[src/logic/mss_pkg.sv]
// package for the motor start-up sequencer: angles, states, phase patterns, timing
// assumes a 16-bit electrical angle where 0x10000 is one full turn
package mss_pkg;

  // ----------------------------------------------------------------
  // angle and pattern constants
  // ----------------------------------------------------------------
  localparam logic [15:0] MSS_ANGLE_90    = 16'h4000;
  localparam int          MSS_IPD_COUNT   = 6;
  localparam logic [1:0]  MSS_MODE_ALIGN  = 2'h0;
  localparam logic [1:0]  MSS_MODE_DOUBLE = 2'h1;
  localparam logic [1:0]  MSS_MODE_IPD    = 2'h2;
  localparam logic [1:0]  MSS_MODE_SLOW   = 2'h3;

  // ----------------------------------------------------------------
  // timing: pclk rate and its derived cycles per microsecond
  // ----------------------------------------------------------------
  localparam int MSS_CLK_HZ        = 40000000;
  localparam int MSS_TICK_US       = 1;
  localparam int MSS_CYC_PER_TICK  = (MSS_CLK_HZ / 1000000) * MSS_TICK_US;

  // ----------------------------------------------------------------
  // register map (APB byte addresses)
  // ----------------------------------------------------------------
  localparam logic [7:0] MSS_ADDR_CTRL   = 8'h00;
  localparam logic [7:0] MSS_ADDR_ALIGN  = 8'h04;
  localparam logic [7:0] MSS_ADDR_IPD    = 8'h08;
  localparam logic [7:0] MSS_ADDR_REV    = 8'h0c;
  localparam logic [7:0] MSS_ADDR_THR    = 8'h10;
  localparam logic [7:0] MSS_ADDR_STATUS = 8'h14;
  localparam logic [7:0] MSS_ADDR_RESULT = 8'h18;
  localparam logic [7:0] MSS_ADDR_RAMP   = 8'h1c;
  localparam logic [7:0] MSS_ADDR_COAST  = 8'h20;
  localparam logic [7:0] MSS_ADDR_FWD    = 8'h24;
  localparam logic [7:0] MSS_ADDR_ACC    = 8'h28;
  localparam logic [7:0] MSS_ADDR_RACC   = 8'h2c;
  localparam logic [7:0] MSS_ADDR_SLOW   = 8'h30;
  localparam int         MSS_REG_WORDS   = 13;

  // control bit positions
  localparam int MSS_B_START  = 0;
  localparam int MSS_B_ISD    = 1;
  localparam int MSS_B_RESYNC = 2;
  localparam int MSS_B_REVEN  = 3;
  localparam int MSS_B_REVSEL = 4;
  localparam int MSS_B_COAST  = 5;
  localparam int MSS_B_BRAKE  = 6;
  localparam int MSS_B_RLS    = 7;
  localparam int MSS_B_MODE   = 8;
  localparam int MSS_B_DIR    = 10;

  // drive-state choice handed on to the ramp stage
  typedef enum logic [1:0] {
    MSS_GO_OPEN   = 2'h0,
    MSS_GO_CLOSED = 2'h1,
    MSS_GO_REV_CL = 2'h2,
    MSS_GO_REV_OL = 2'h3
  } mss_go_t;

  // one-hot sequencer states
  typedef enum logic [10:0] {
    MSS_IDLE   = 11'h001,
    MSS_ISD    = 11'h002,
    MSS_JUDGE  = 11'h004,
    MSS_COAST  = 11'h008,
    MSS_BRKCHK = 11'h010,
    MSS_ALIGN1 = 11'h020,
    MSS_ALIGN2 = 11'h040,
    MSS_PULSE  = 11'h080,
    MSS_REST   = 11'h100,
    MSS_PICK   = 11'h200,
    MSS_DONE   = 11'h400
  } mss_state_t;

  // six-switch gate word: a high, a low, b high, b low, c high, c low
  typedef struct packed {
    logic ah; logic al; logic bh; logic bl; logic ch; logic cl;
  } mss_gate_t;

  // result handed on at completion
  typedef struct packed {
    logic [15:0] angle;
    logic        reverse;
    mss_go_t     go;
  } mss_result_t;

endpackage : mss_pkg

[src/logic/mss_seq.sv]
// start-up decision and position initialisation sequencer with an APB register file
// assumes the speed detector and the current comparator live on pclk; the ramp stage takes over at done
`timescale 1ns/100ps
`default_nettype none

// What this block does
// - speed detect enabled: sense speed, position, direction
// - speed detect disabled: go straight to brake check
// - forward spin with resync: load state, keep running
// - forward spin, resync off: go to coast check
// - reverse spin with reverse drive: decelerate, cross zero
// - reverse select chooses dedicated or forward parameters
// - reverse closed loop hands off at threshold
// - reversal uses reverse current limit and coefficients
// - reverse decel is percent of reverse accel
// - method field picks align, double, detection or slow first cycle
// - align injects dc at angle for time
// - align current ramps up from zero gradually
// - double align adds second pattern 90 ahead
// - six detection patterns in fixed order
// - stop pulse at threshold, record rise time
// - shortest rise time gives rotor position
// - release mode: recirculate low c or all off
// - open loop starts at detected angle plus advance
// - method 11b starts with slow first cycle
// - resync above threshold closed loop, else open
// - coast turns all switches off for coast time
module mss_seq
  import mss_pkg::*;
#(
  parameter int TW = 16
) (
  input  wire logic          pclk,
  input  wire logic          presetn,
  input  wire logic          psel,
  input  wire logic          penable,
  input  wire logic          pwrite,
  input  wire logic [7:0]    paddr,
  input  wire logic [31:0]   pwdata,
  output logic [31:0]        prdata,
  output logic               pready,
  output logic               pslverr,
  input  wire logic          isd_valid,
  input  wire logic          isd_moving,
  input  wire logic          isd_reverse,
  input  wire logic [15:0]   isd_speed,
  input  wire logic [15:0]   isd_angle,
  input  wire logic          current_over,
  output mss_gate_t          gate_r,
  output logic [15:0]        drive_angle_r,
  output logic [15:0]        current_ref_r,
  output logic [15:0]        ol_current_limit_r,
  output logic [15:0]        ol_accel_one_r,
  output logic [15:0]        ol_accel_two_r,
  output logic [15:0]        ol_decel_rate_r,
  output logic [15:0]        handoff_speed_r,
  output logic               slow_first_cycle_r,
  output logic               isd_start_r,
  output logic               done_r,
  output mss_result_t        result_r
);

  if (TW < 8 || TW > 24) begin : g_tw_check
    $error("mss_seq: TW out of range");
  end

  // ----------------------------------------------------------------
  // register file
  // ----------------------------------------------------------------
  logic [31:0] regs_r [MSS_REG_WORDS];                // one word per aligned address; status and result slots stay zero
  wire  [31:0] ctrl_r  = regs_r[MSS_ADDR_CTRL[5:2]];  // control bits and method field
  wire  [31:0] align_r = regs_r[MSS_ADDR_ALIGN[5:2]]; // [15:0] align angle, [31:16] align time in us
  wire  [31:0] ipd_r   = regs_r[MSS_ADDR_IPD[5:2]];   // [15:0] advance angle, [31:16] rest time in us
  wire  [31:0] rev_r   = regs_r[MSS_ADDR_REV[5:2]];   // [15:0] reverse current, [23:16] decel percent
  wire  [31:0] thr_r   = regs_r[MSS_ADDR_THR[5:2]];   // [15:0] resync threshold, [31:16] reverse handoff
  wire  [31:0] ramp_r  = regs_r[MSS_ADDR_RAMP[5:2]];  // [15:0] align current limit, [31:16] ramp step
  wire  [31:0] coast_r = regs_r[MSS_ADDR_COAST[5:2]]; // [15:0] coast time in us
  wire  [31:0] fwd_r   = regs_r[MSS_ADDR_FWD[5:2]];   // [15:0] forward current limit, [31:16] forward handoff
  wire  [31:0] acc_r   = regs_r[MSS_ADDR_ACC[5:2]];   // [15:0] forward accel one, [31:16] forward accel two
  wire  [31:0] racc_r  = regs_r[MSS_ADDR_RACC[5:2]];  // [15:0] reverse accel one, [31:16] reverse accel two
  wire  [31:0] slow_r  = regs_r[MSS_ADDR_SLOW[5:2]];  // [15:0] first cycle frequency
  mss_state_t  state_r;

  wire addr_ok = (paddr <= MSS_ADDR_SLOW) && (paddr[1:0] == 2'h0);
  wire wr_ok   = addr_ok && (paddr != MSS_ADDR_STATUS) && (paddr != MSS_ADDR_RESULT);
  wire wr_en   = psel & penable & pwrite & wr_ok;

  // writes land in the access cycle; pready is always high so no wait states
  always_ff @(posedge pclk or negedge presetn) begin
    if (!presetn) begin
      for (int i = 0; i < MSS_REG_WORDS; i++) regs_r[i] <= 32'h0000_0000;
    end else begin
      if (state_r != MSS_IDLE) regs_r[MSS_ADDR_CTRL[5:2]][MSS_B_START] <= 1'b0;  // start self-clears once taken
      if (wr_en) regs_r[paddr[5:2]] <= pwdata;  // a write in the same cycle wins over the self-clear
    end
  end

  // read mux registered in the setup cycle so data is ready at the access edge
  logic [31:0] rd_nxt;
  logic [2:0]  pick_r;
  always_comb begin
    rd_nxt = 32'h0000_0000;
    case (paddr)
      MSS_ADDR_STATUS: rd_nxt = {13'h0000, pick_r, 5'h00, state_r};
      MSS_ADDR_RESULT: rd_nxt = {13'h0000, result_r};
      default:         rd_nxt = addr_ok ? regs_r[paddr[5:2]] : 32'h0000_0000;
    endcase
  end
  always_ff @(posedge pclk or negedge presetn) begin
    if (!presetn) begin
      prdata  <= 32'h0000_0000;
      pready  <= 1'b1;
      pslverr <= 1'b0;
    end else begin
      pready  <= 1'b1;
      if (psel && !penable) begin
        prdata  <= rd_nxt;
        pslverr <= !addr_ok;  // unmapped words answer with an error, data zero
      end
    end
  end

  // ----------------------------------------------------------------
  // microsecond tick and phase timer
  // ----------------------------------------------------------------
  localparam logic [7:0] TICK_LAST = 8'(MSS_CYC_PER_TICK - 1);
  logic [7:0]    pre_r;
  logic [TW-1:0] tmr_r;
  logic          tmr_clr;
  wire           tick = (pre_r == TICK_LAST);

  // phase time counts in microseconds; cleared on each state change
  always_ff @(posedge pclk or negedge presetn) begin
    if (!presetn) begin
      pre_r <= 8'h00;
      tmr_r <= '0;
    end else if (tmr_clr) begin
      pre_r <= 8'h00;
      tmr_r <= '0;
    end else begin
      pre_r <= tick ? 8'h00 : pre_r + 8'h01;
      if (tick && tmr_r != '1) tmr_r <= tmr_r + 1'b1;
    end
  end

  // pulse rise time in clock cycles, saturating, so short rises still resolve
  logic [TW-1:0] rise_r;
  logic [TW-1:0] best_r;
  logic [2:0]    pat_r;
  logic          align2_r;

  // ----------------------------------------------------------------
  // sequencer
  // ----------------------------------------------------------------
  mss_state_t st_nxt;
  wire [1:0]  mode    = ctrl_r[MSS_B_MODE+1:MSS_B_MODE];
  wire        timeout = (tmr_r >= align_r[31:16]);
  wire        fwd_ok  = isd_moving && (isd_reverse == ctrl_r[MSS_B_DIR]);
  always_comb begin
    st_nxt = state_r;
    case (state_r)
      MSS_IDLE:   if (ctrl_r[MSS_B_START]) st_nxt = ctrl_r[MSS_B_ISD] ? MSS_ISD : MSS_BRKCHK;
      MSS_ISD:    if (isd_valid) st_nxt = MSS_JUDGE;
      MSS_JUDGE: begin
        if (!isd_moving) st_nxt = MSS_BRKCHK;
        else if (fwd_ok && ctrl_r[MSS_B_RESYNC]) st_nxt = MSS_DONE;
        else if (!fwd_ok && ctrl_r[MSS_B_REVEN]) st_nxt = MSS_DONE;
        else st_nxt = ctrl_r[MSS_B_COAST] ? MSS_COAST : MSS_BRKCHK;
      end
      MSS_COAST:  if (tmr_r >= coast_r[15:0]) st_nxt = MSS_BRKCHK;
      MSS_BRKCHK: begin
        // braking is handled outside; here the method field decides the start
        case (mode)
          MSS_MODE_ALIGN, MSS_MODE_DOUBLE: st_nxt = MSS_ALIGN1;
          MSS_MODE_IPD:                    st_nxt = MSS_PULSE;
          default:                         st_nxt = MSS_DONE;
        endcase
      end
      MSS_ALIGN1: if (timeout) st_nxt = (mode == MSS_MODE_DOUBLE) ? MSS_ALIGN2 : MSS_DONE;
      MSS_ALIGN2: if (timeout) st_nxt = MSS_DONE;
      MSS_PULSE:  if (current_over) st_nxt = MSS_REST;
      MSS_REST:   if (tmr_r >= ipd_r[31:16]) st_nxt = (pat_r == 3'(MSS_IPD_COUNT - 1)) ? MSS_PICK : MSS_PULSE;
      MSS_PICK:   st_nxt = MSS_DONE;
      MSS_DONE:   st_nxt = MSS_IDLE;
      default:    st_nxt = MSS_IDLE;
    endcase
  end
  assign tmr_clr = (st_nxt != state_r);

  always_ff @(posedge pclk or negedge presetn) begin
    if (!presetn) state_r <= MSS_IDLE;
    else          state_r <= st_nxt;
  end

  // detection pattern walk, rise timing and minimum search
  always_ff @(posedge pclk or negedge presetn) begin
    if (!presetn) begin
      pat_r  <= 3'h0;
      rise_r <= '0;
      best_r <= '1;
      pick_r <= 3'h0;
    end else begin
      if (state_r == MSS_BRKCHK) begin
        pat_r  <= 3'h0;
        best_r <= '1;
        pick_r <= 3'h0;
      end
      if (state_r == MSS_PULSE) begin
        if (current_over) begin
          if (rise_r < best_r) begin
            best_r <= rise_r;
            pick_r <= pat_r;
          end
          rise_r <= '0;
        end else if (rise_r != '1) begin
          rise_r <= rise_r + 1'b1;
        end
      end
      if (state_r == MSS_REST && st_nxt == MSS_PULSE) pat_r <= pat_r + 3'h1;
    end
  end

  // pattern angle: BC, CB, AB, BA, CA, AC each a sixth of a turn apart
  function automatic logic [15:0] pat_angle(input logic [2:0] p);
    case (p)
      3'h0:    pat_angle = 16'h4000;
      3'h1:    pat_angle = 16'hc000;
      3'h2:    pat_angle = 16'h9555;
      3'h3:    pat_angle = 16'h1555;
      3'h4:    pat_angle = 16'heaab;
      default: pat_angle = 16'h6aab;
    endcase
  endfunction

  // gate word for a detection pattern: first letter high side, second low side
  function automatic mss_gate_t pat_gate(input logic [2:0] p);
    case (p)
      3'h0:    pat_gate = 6'b00_10_01;
      3'h1:    pat_gate = 6'b00_01_10;
      3'h2:    pat_gate = 6'b10_01_00;
      3'h3:    pat_gate = 6'b01_10_00;
      3'h4:    pat_gate = 6'b01_00_10;
      default: pat_gate = 6'b10_00_01;
    endcase
  endfunction

  // gates: coast all off, pulse drives pattern, release keeps only low side c or nothing
  always_ff @(posedge pclk or negedge presetn) begin
    if (!presetn) gate_r <= 6'b00_00_00;
    else case (st_nxt)
      MSS_PULSE: gate_r <= pat_gate((state_r == MSS_REST) ? pat_r + 3'h1 : (state_r == MSS_BRKCHK) ? 3'h0 : pat_r);
      MSS_REST:  gate_r <= ctrl_r[MSS_B_RLS] ? 6'b00_00_00 : 6'b00_00_01;
      default:   gate_r <= 6'b00_00_00;
    endcase
  end

  // align angle and current ramp; the pwm stage applies current_ref at drive_angle
  always_ff @(posedge pclk or negedge presetn) begin
    if (!presetn) begin
      drive_angle_r <= 16'h0000;
      current_ref_r <= 16'h0000;
      align2_r      <= 1'b0;
    end else begin
      align2_r <= (state_r == MSS_ALIGN2);
      if (state_r == MSS_ALIGN1) drive_angle_r <= align_r[15:0];
      else if (state_r == MSS_ALIGN2) drive_angle_r <= align_r[15:0] + MSS_ANGLE_90;
      if (state_r == MSS_ALIGN1 || state_r == MSS_ALIGN2) begin
        if (state_r == MSS_ALIGN2 && !align2_r) current_ref_r <= 16'h0000;
        else if (tick) current_ref_r <= (ramp_r[15:0] - current_ref_r > ramp_r[31:16]) ?
                                        current_ref_r + ramp_r[31:16] : ramp_r[15:0];
      end else begin
        current_ref_r <= 16'h0000;
      end
    end
  end

  // open-loop parameter set chosen for the hand-off
  wire rev_path = (state_r == MSS_JUDGE) && !fwd_ok;
  wire use_rev  = rev_path && ctrl_r[MSS_B_REVSEL];
  always_ff @(posedge pclk or negedge presetn) begin
    if (!presetn) begin
      ol_current_limit_r <= 16'h0000;
      ol_accel_one_r     <= 16'h0000;
      ol_accel_two_r     <= 16'h0000;
      ol_decel_rate_r    <= 16'h0000;
      handoff_speed_r    <= 16'h0000;
      slow_first_cycle_r <= 1'b0;
    end else if (st_nxt == MSS_DONE && state_r != MSS_DONE) begin
      ol_current_limit_r <= use_rev ? rev_r[15:0]  : fwd_r[15:0];
      ol_accel_one_r     <= use_rev ? racc_r[15:0] : acc_r[15:0];
      ol_accel_two_r     <= use_rev ? racc_r[31:16] : acc_r[31:16];
      ol_decel_rate_r    <= 16'((32'(use_rev ? racc_r[15:0] : acc_r[15:0]) *
                            32'(use_rev ? rev_r[23:16] : 8'h64)) / 32'd100);
      handoff_speed_r    <= use_rev ? thr_r[31:16] : fwd_r[31:16];
      slow_first_cycle_r <= (state_r == MSS_BRKCHK) && (mode == MSS_MODE_SLOW);
    end
  end

  // completion result and pulse
  always_ff @(posedge pclk or negedge presetn) begin
    if (!presetn) begin
      done_r      <= 1'b0;
      isd_start_r <= 1'b0;
      result_r    <= '0;
    end else begin
      isd_start_r <= (st_nxt == MSS_ISD);
      done_r      <= (state_r == MSS_DONE);
      if (st_nxt == MSS_DONE && state_r != MSS_DONE) begin
        result_r.reverse <= rev_path;
        if (state_r == MSS_JUDGE) begin
          result_r.angle <= isd_angle;
          if (rev_path) result_r.go <= (isd_speed > handoff_sel()) ? MSS_GO_REV_CL : MSS_GO_REV_OL;
          else result_r.go <= (isd_speed > thr_r[15:0]) ? MSS_GO_CLOSED : MSS_GO_OPEN;
        end else if (state_r == MSS_PICK) begin
          result_r.angle <= pat_angle(pick_r) + ipd_r[15:0];
          result_r.go    <= MSS_GO_OPEN;
        end else begin
          result_r.angle <= drive_angle_r;
          result_r.go    <= MSS_GO_OPEN;
        end
      end
    end
  end

  function automatic logic [15:0] handoff_sel();
    handoff_sel = ctrl_r[MSS_B_REVSEL] ? thr_r[31:16] : fwd_r[31:16];
  endfunction
endmodule : mss_seq

`default_nettype wire

[config.mk]
export PLATFORM = sky130hd
export DESIGN_NAME = mss_seq
export DESIGN_NICKNAME = d
export VERILOG_FILES = /design/src/logic/mss_pkg.sv /design/src/logic/mss_seq.sv
export SDC_FILE = /design/constraint.sdc
export NUM_CORES = 2
export LEC_CHECK = 0
export BUFFER_PORTS_ARGS = -buffer_cell sky130_fd_sc_hd__clkbuf_2
export CORE_ASPECT_RATIO = 1.5
export CORE_UTILIZATION = 32
export DETAILED_ROUTE_END_ITERATION = 8
export PLACE_DENSITY = 0.47
export RECOVER_POWER = 50
export SLEW_MARGIN = 40
export SYNTH_ARGS = -nofsm -noshare
export SYNTH_HDL_FRONTEND = slang
export SYNTH_SLANG_ARGS = --single-unit
[constraint.sdc]
create_clock -name pclk -period 17.5 [get_ports pclk]
set_input_delay 3.5 -clock pclk [delete_from_list [all_inputs] [get_ports pclk]]
set_output_delay 3.5 -clock pclk [all_outputs]
set_load 0.02 [all_outputs]
After elaboration in Yosys (flattened, before gate mapping)
Cells that the tools add are included.

storage, ports and cells
  bits in registers = 663
  input port bits = 81
  output and inout port bits = 174

operators by class
  add/sub/neg operators = 8
  multipliers = 1
  div/mod/pow operators = 1
  order comparisons = 10
  eq/ne operators = 39
  mux-type cells = 69
  bitwise logic cells = 4
  reductions and logical operators = 29

operator list
  cell                     count
  $bwmux W416              1
  $mux W16                 25
  $mux W385                1
  $bmux W32 S4             1
  $demux W32 S4            1
  $mux W32                 4
  $mux W11                 11
  $pmux W11 S10            1
  $pmux W16 S5             1
  $pmux W32 S2             1
  $ge A16 B16 Y1           3
  $gt A16 B16 Y1           3
  $add A16 B1 Y16 const B  2
  $add A16 B16 Y16         2
  $div A32 B7 Y32 const B  1
  $ne A16 B16 Y1 const B   2
  $pmux W6 S5              1
  $mul A16 B8 Y24          1
  $mux W8                  3
  $eq A11 B11 Y1 const B   2
  $eq A11 B2 Y1 const B    2
  $eq A11 B8 Y1 const B    2
  $eq A11 B9 Y1 const B    2
  $pmux W11 S2             1
  other kinds (44)         87

Longest topological paths before layout
  depth after elaboration = 14
  depth in mapped cells = 70
  gate-level depth less buffers = 58

Worst setup path before layout
No wires, ideal clock.

  path type = input port to flip-flop
  start = input isd_reverse
  end = register ol_decel_rate_r[1]
  setup time = 125 ps
  arrival = 17,323 ps
  slack = 53 ps
  stages = 57
  cell sequence = xnor2_1 -> a21oi_1 -> and3_1 -> clkbuf_1 -> clkbuf_1 -> a22oi_1 -> fa_1 -> fa_1 -> inv_1 -> fa_1 -> inv_1 -> fa_1 -> inv_1 -> ha_1 -> o211ai_1 -> o21ai_2 -> a211oi_1 -> or3_1 -> (+21 left out) -> nor2_2 -> buf_6 -> xnor2_2 -> o2111a_2 -> a21o_4 -> nand3_1 -> a211o_1 -> mux2_2 -> nand4_1 -> and3_1 -> a2111o_1 -> o31ai_2 -> a2111oi_4 -> o211ai_2 -> a211oi_1 -> nor4b_1 -> o21bai_1 -> mux2_2

on the way
  cells in the longest elaborated chain, start to end = 10

RTL lines
  what                                                                     RTL line        text
  from (decl)                                                              mss_seq.sv:45   input wire logic isd_reverse,
  $eq A1 B1 Y1 (*)                                                         mss_seq.sv:158  wire fwd_ok = isd_moving && (isd_reverse == ctrl_r[MSS_B_DIR]);
  $logic_and A1 B1 Y1 (*)                                                  mss_seq.sv:158
  parallel branches: the longest is 8 deep, another holds $div A32 B7 Y32  --
  to (signal assigned)                                                     mss_seq.sv:292  ol_decel_rate_r <= 16'((32'(use_rev ? racc_r[15:0] : acc_r[15:0]) *
  to (decl)                                                                mss_seq.sv:55   output logic [15:0] ol_decel_rate_r,

Mark *: on every way between the ends.
A chain may end at the register's enable or synchronous reset.

Final worst setup path
Ends and elaborated chain as after synthesis.

==> results.json <==
{
  "core_um2": 131000,
  "cts_tree": "yes",
  "clock_power_share_pct": 34.8,
  "layout-drive-gt1-share_pct": 28.7,
  "combPwrFrac_pct": 27.9,
  "power_frac_seq_pct": 37.3,
  "yosysSeqAreaShare_pct": 39.2,
  "tightest_slew_ns": 4.63,
  "ir_worst_vdd_v": 0.0000749,
  "layout_common_cells": "dfrtp_1 (646), nand2_1 (423), buf_4 (423), mux2_2 (337), nor2_1 (273)",
  "grt_use_total_pct": 22.7,
  "hold_path_startpoint": "regs_r[196]$_DFFE_PN0P_",
  "setup_violations": 0,
  "firstDrtPassIters": 8,
  "max_stage_delay_ns": 0.58,
  "worst_slack_ns": 0.428,
  "crit_type": "in -> reg",
  "r2r_start": "state_r[9]$_DFF_PN0_",
  "htreeDepth": 3,
  "antenna_found_initial": 10,
  "fin_area_um2": 51500,
  "ys_warn_count": 0,
  "overflow": 0,
  "hold_viol": 0,
  "startpoint": "isd_reverse",
  "vias": 34100,
  "post_drt_wl_per_cell_um": 24.0,
  "status": "complete, but fails checks",
  "cp_max_fo": 10,
  "fin_crit_ns": 17.07,
  "drtIter0Drc": 1900,
  "grt_pass1_wl_mm": 228,
  "clockBufferDepth": 3,
  "syn_nets": 4548,
  "switching_share_pct": 34.3,
  "holdWs_ns": 0.371,
  "intPower_mw": 3.11,
  "gp_congestion": 0.903,
  "synth.avg_cell_area_um2": 10.1,
  "rrSetupSlack_ns": 2.14,
  "drc_errors": 0,
  "num_rows": 163,
  "crit_path_end_kind": "flop",
  "power_leakage_nw": 23.8,
  "finalMaxSlewViolations": 499,
  "clk_pin_slew_ns": 0.06,
  "finClkSkew_ns": 0.0274,
  "io_pins": 255,
  "start_kind": "input pin",
  "syn_to_final_growth_pct": 21.6,
  "max_freq_ghz": 0.0586,
  "synth_edf_count": 0,
  "die_h_um": 447,
  "cp_common_cell": "buf_4",
  "seqCellArea_um2": 16600,
  "dpl_cell_area_um2": 47900,
  "hold_buffers": 0,
  "cts_buffers": 74,
  "final_common_cell": "dfrtp_1",
  "synth-seq-cells": 663,
  "switchingPower_mw": 1.62,
  "multi_input_area_um2": 24700,
  "finalCritPeriodShare_pct": 97.6,
  "clk-insertion-delay-late_ns": 0.68,
  "hpwl_mm": 116,
  "drtAntennaViolNets": 0,
  "grt_pass1_vias": 34600,
  "async_flop_share_pct": 100,
  "yosys_most_used_dff": "dfrtp_1",
  "grt_start_max_net_pins": 93,
  "synthCells": 4175,
  "drt-total-wl_mm": 154,
  "cts.sinks": 663,
  "hold_class": "reg -> reg",
  "viasPerCell": 5.31,
  "relSlewSlack_pct": -209,
  "slowest_stage": "fa_1",
  "required_ns": 18.06,
  "powerDensity_nw_per_um2": 92.0,
  "synth.distinct_cells": 121,
  "worstPathArrival_ns": 17.63,
  "pre_cts_ws_ns": -0.874,
  "syn_area_um2": 42300,
  "num-fill-cells": 13200,
  "total_power_mw": 4.74,
  "final_nets": 5005,
  "dieArea_um2": 134000,
  "start_util_pct": 32.2,
  "root_buffer": "clkbuf_16",
  "dieWidth_um": 299,
  "violations": "max-capacitance violations, max-slew violations",
  "port_buffers": 253,
  "drv_cap": 9,
  "final_util_pct": 39.2
}
-- critical path: cells and delay by family --
family,cells,cell delay [ns]
compound gates,31,6.95
xor+xnor,1,0.24
fa+ha+maj,5,2.30
simple gates,10,1.94
buf+inv,11,1.77
mux,3,0.89
-- timing repair --
item                       4_1_cts  5_1_grt
pin swaps                        1       83
resized for setup               10      192
buffers inserted                 0       40
setup endpoints to repair        2        3
gates cloned                     0        1
-- Yosys cell counts (40+ instances only) --
cell,instances,area [µm²]
dfrtp_1,646,16200
nand2_1,435,1630
mux2_2,337,3790
nor2_1,287,1080
clkbuf_1,266,998
inv_1,240,901
o21ai_0,216,1080
ha_1,205,2560
a21oi_1,186,931
a31oi_1,98,613
mux4_2,96,2160
fa_1,87,1740
and3_1,71,444
xnor2_1,70,613
mux2i_1,64,641
nand3_1,63,315
xor2_1,52,455
nor2b_1,42,263
nor3_1,40,200
-- routing by layer --
| metal | wire [µm] | up-vias | GRT usage, % |
|---|---|---|---|
| li1 | - | 15800 | - |
| met1 | 60400 | 17300 | 26.2 |
| met2 | 80800 | 790 | 41.8 |
| met3 | 5150 | 254 | 2.54 |
| met4 | 7880 | 6 | 10.5 |
| met5 | 43 | - | 0 |
-- registers in the layout (all words and copies together) (netlist names), 19 cells and up --
name,flops
regs_r,64
acc_r,32
align_r,32
coast_r,32
ctrl_r,32
fwd_r,32
ipd_r,32
prdata,32
racc_r,32
ramp_r,32
rev_r,32
slow_r,32
thr_r,32
result_r,19
-- power groups by stage --
stage | Combinational, mW | Sequential, mW | Clock (mW)
final | 1.32 | 1.77 | 1.65
after global routing | 1.44 | 1.77 | 1.75
after CTS | 1.30 | 1.77 | 1.69
after detailed placement | 1.29 | 1.79 | 0
after global placement | 1.28 | 1.79 | 0
after floorplan | 0.624 | 1.86 | 0
-- area by class of cell --
class	instances	share of cell area, %
diodes	4	0.0194
clock buffers	112	4.40
clock inverters	22	0.527
inverters	241	1.76
multi-input cells	2949	48.0
flip-flops and latches	663	32.3
well taps	1732	4.21
repair buffers	703	8.87
-- cell families after synthesis --
group / share of synthesized area (%)
simple gates: 12.4
mux: 15.6
flops: 39.2
xor+xnor: 2.75
buf+inv: 5.14
fa+ha+maj: 10.3
compound gates: 14.6
other cells: 0.00886
-- metrics by stage --
stage / TNS [ns] / std cells
floorplan: 0 / 4175
global placement: -2.00 / 6239
detailed placement: -2.18 / 6247
CTS: 0 / 6381
global route: -0.356 / 6422
finish: 0 / 6426
-- worst paths after layout --
kind	cells past startpoint	endpoint
min in group asynchronous	1	gate_r[1]$_DFF_PN0_
worst min register to register	0	regs_r[196]$_DFFE_PN0P_
worst max register to register	64	ol_decel_rate_r[1]$_DFFE_PN0P_
max in group asynchronous	4	rev_r[26]$_DFFE_PN0P_
worst max-delay path	61	ol_decel_rate_r[1]$_DFFE_PN0P_
worst min-delay path	0	regs_r[196]$_DFFE_PN0P_
Note: power is estimated with default switching activity, not from simulation.
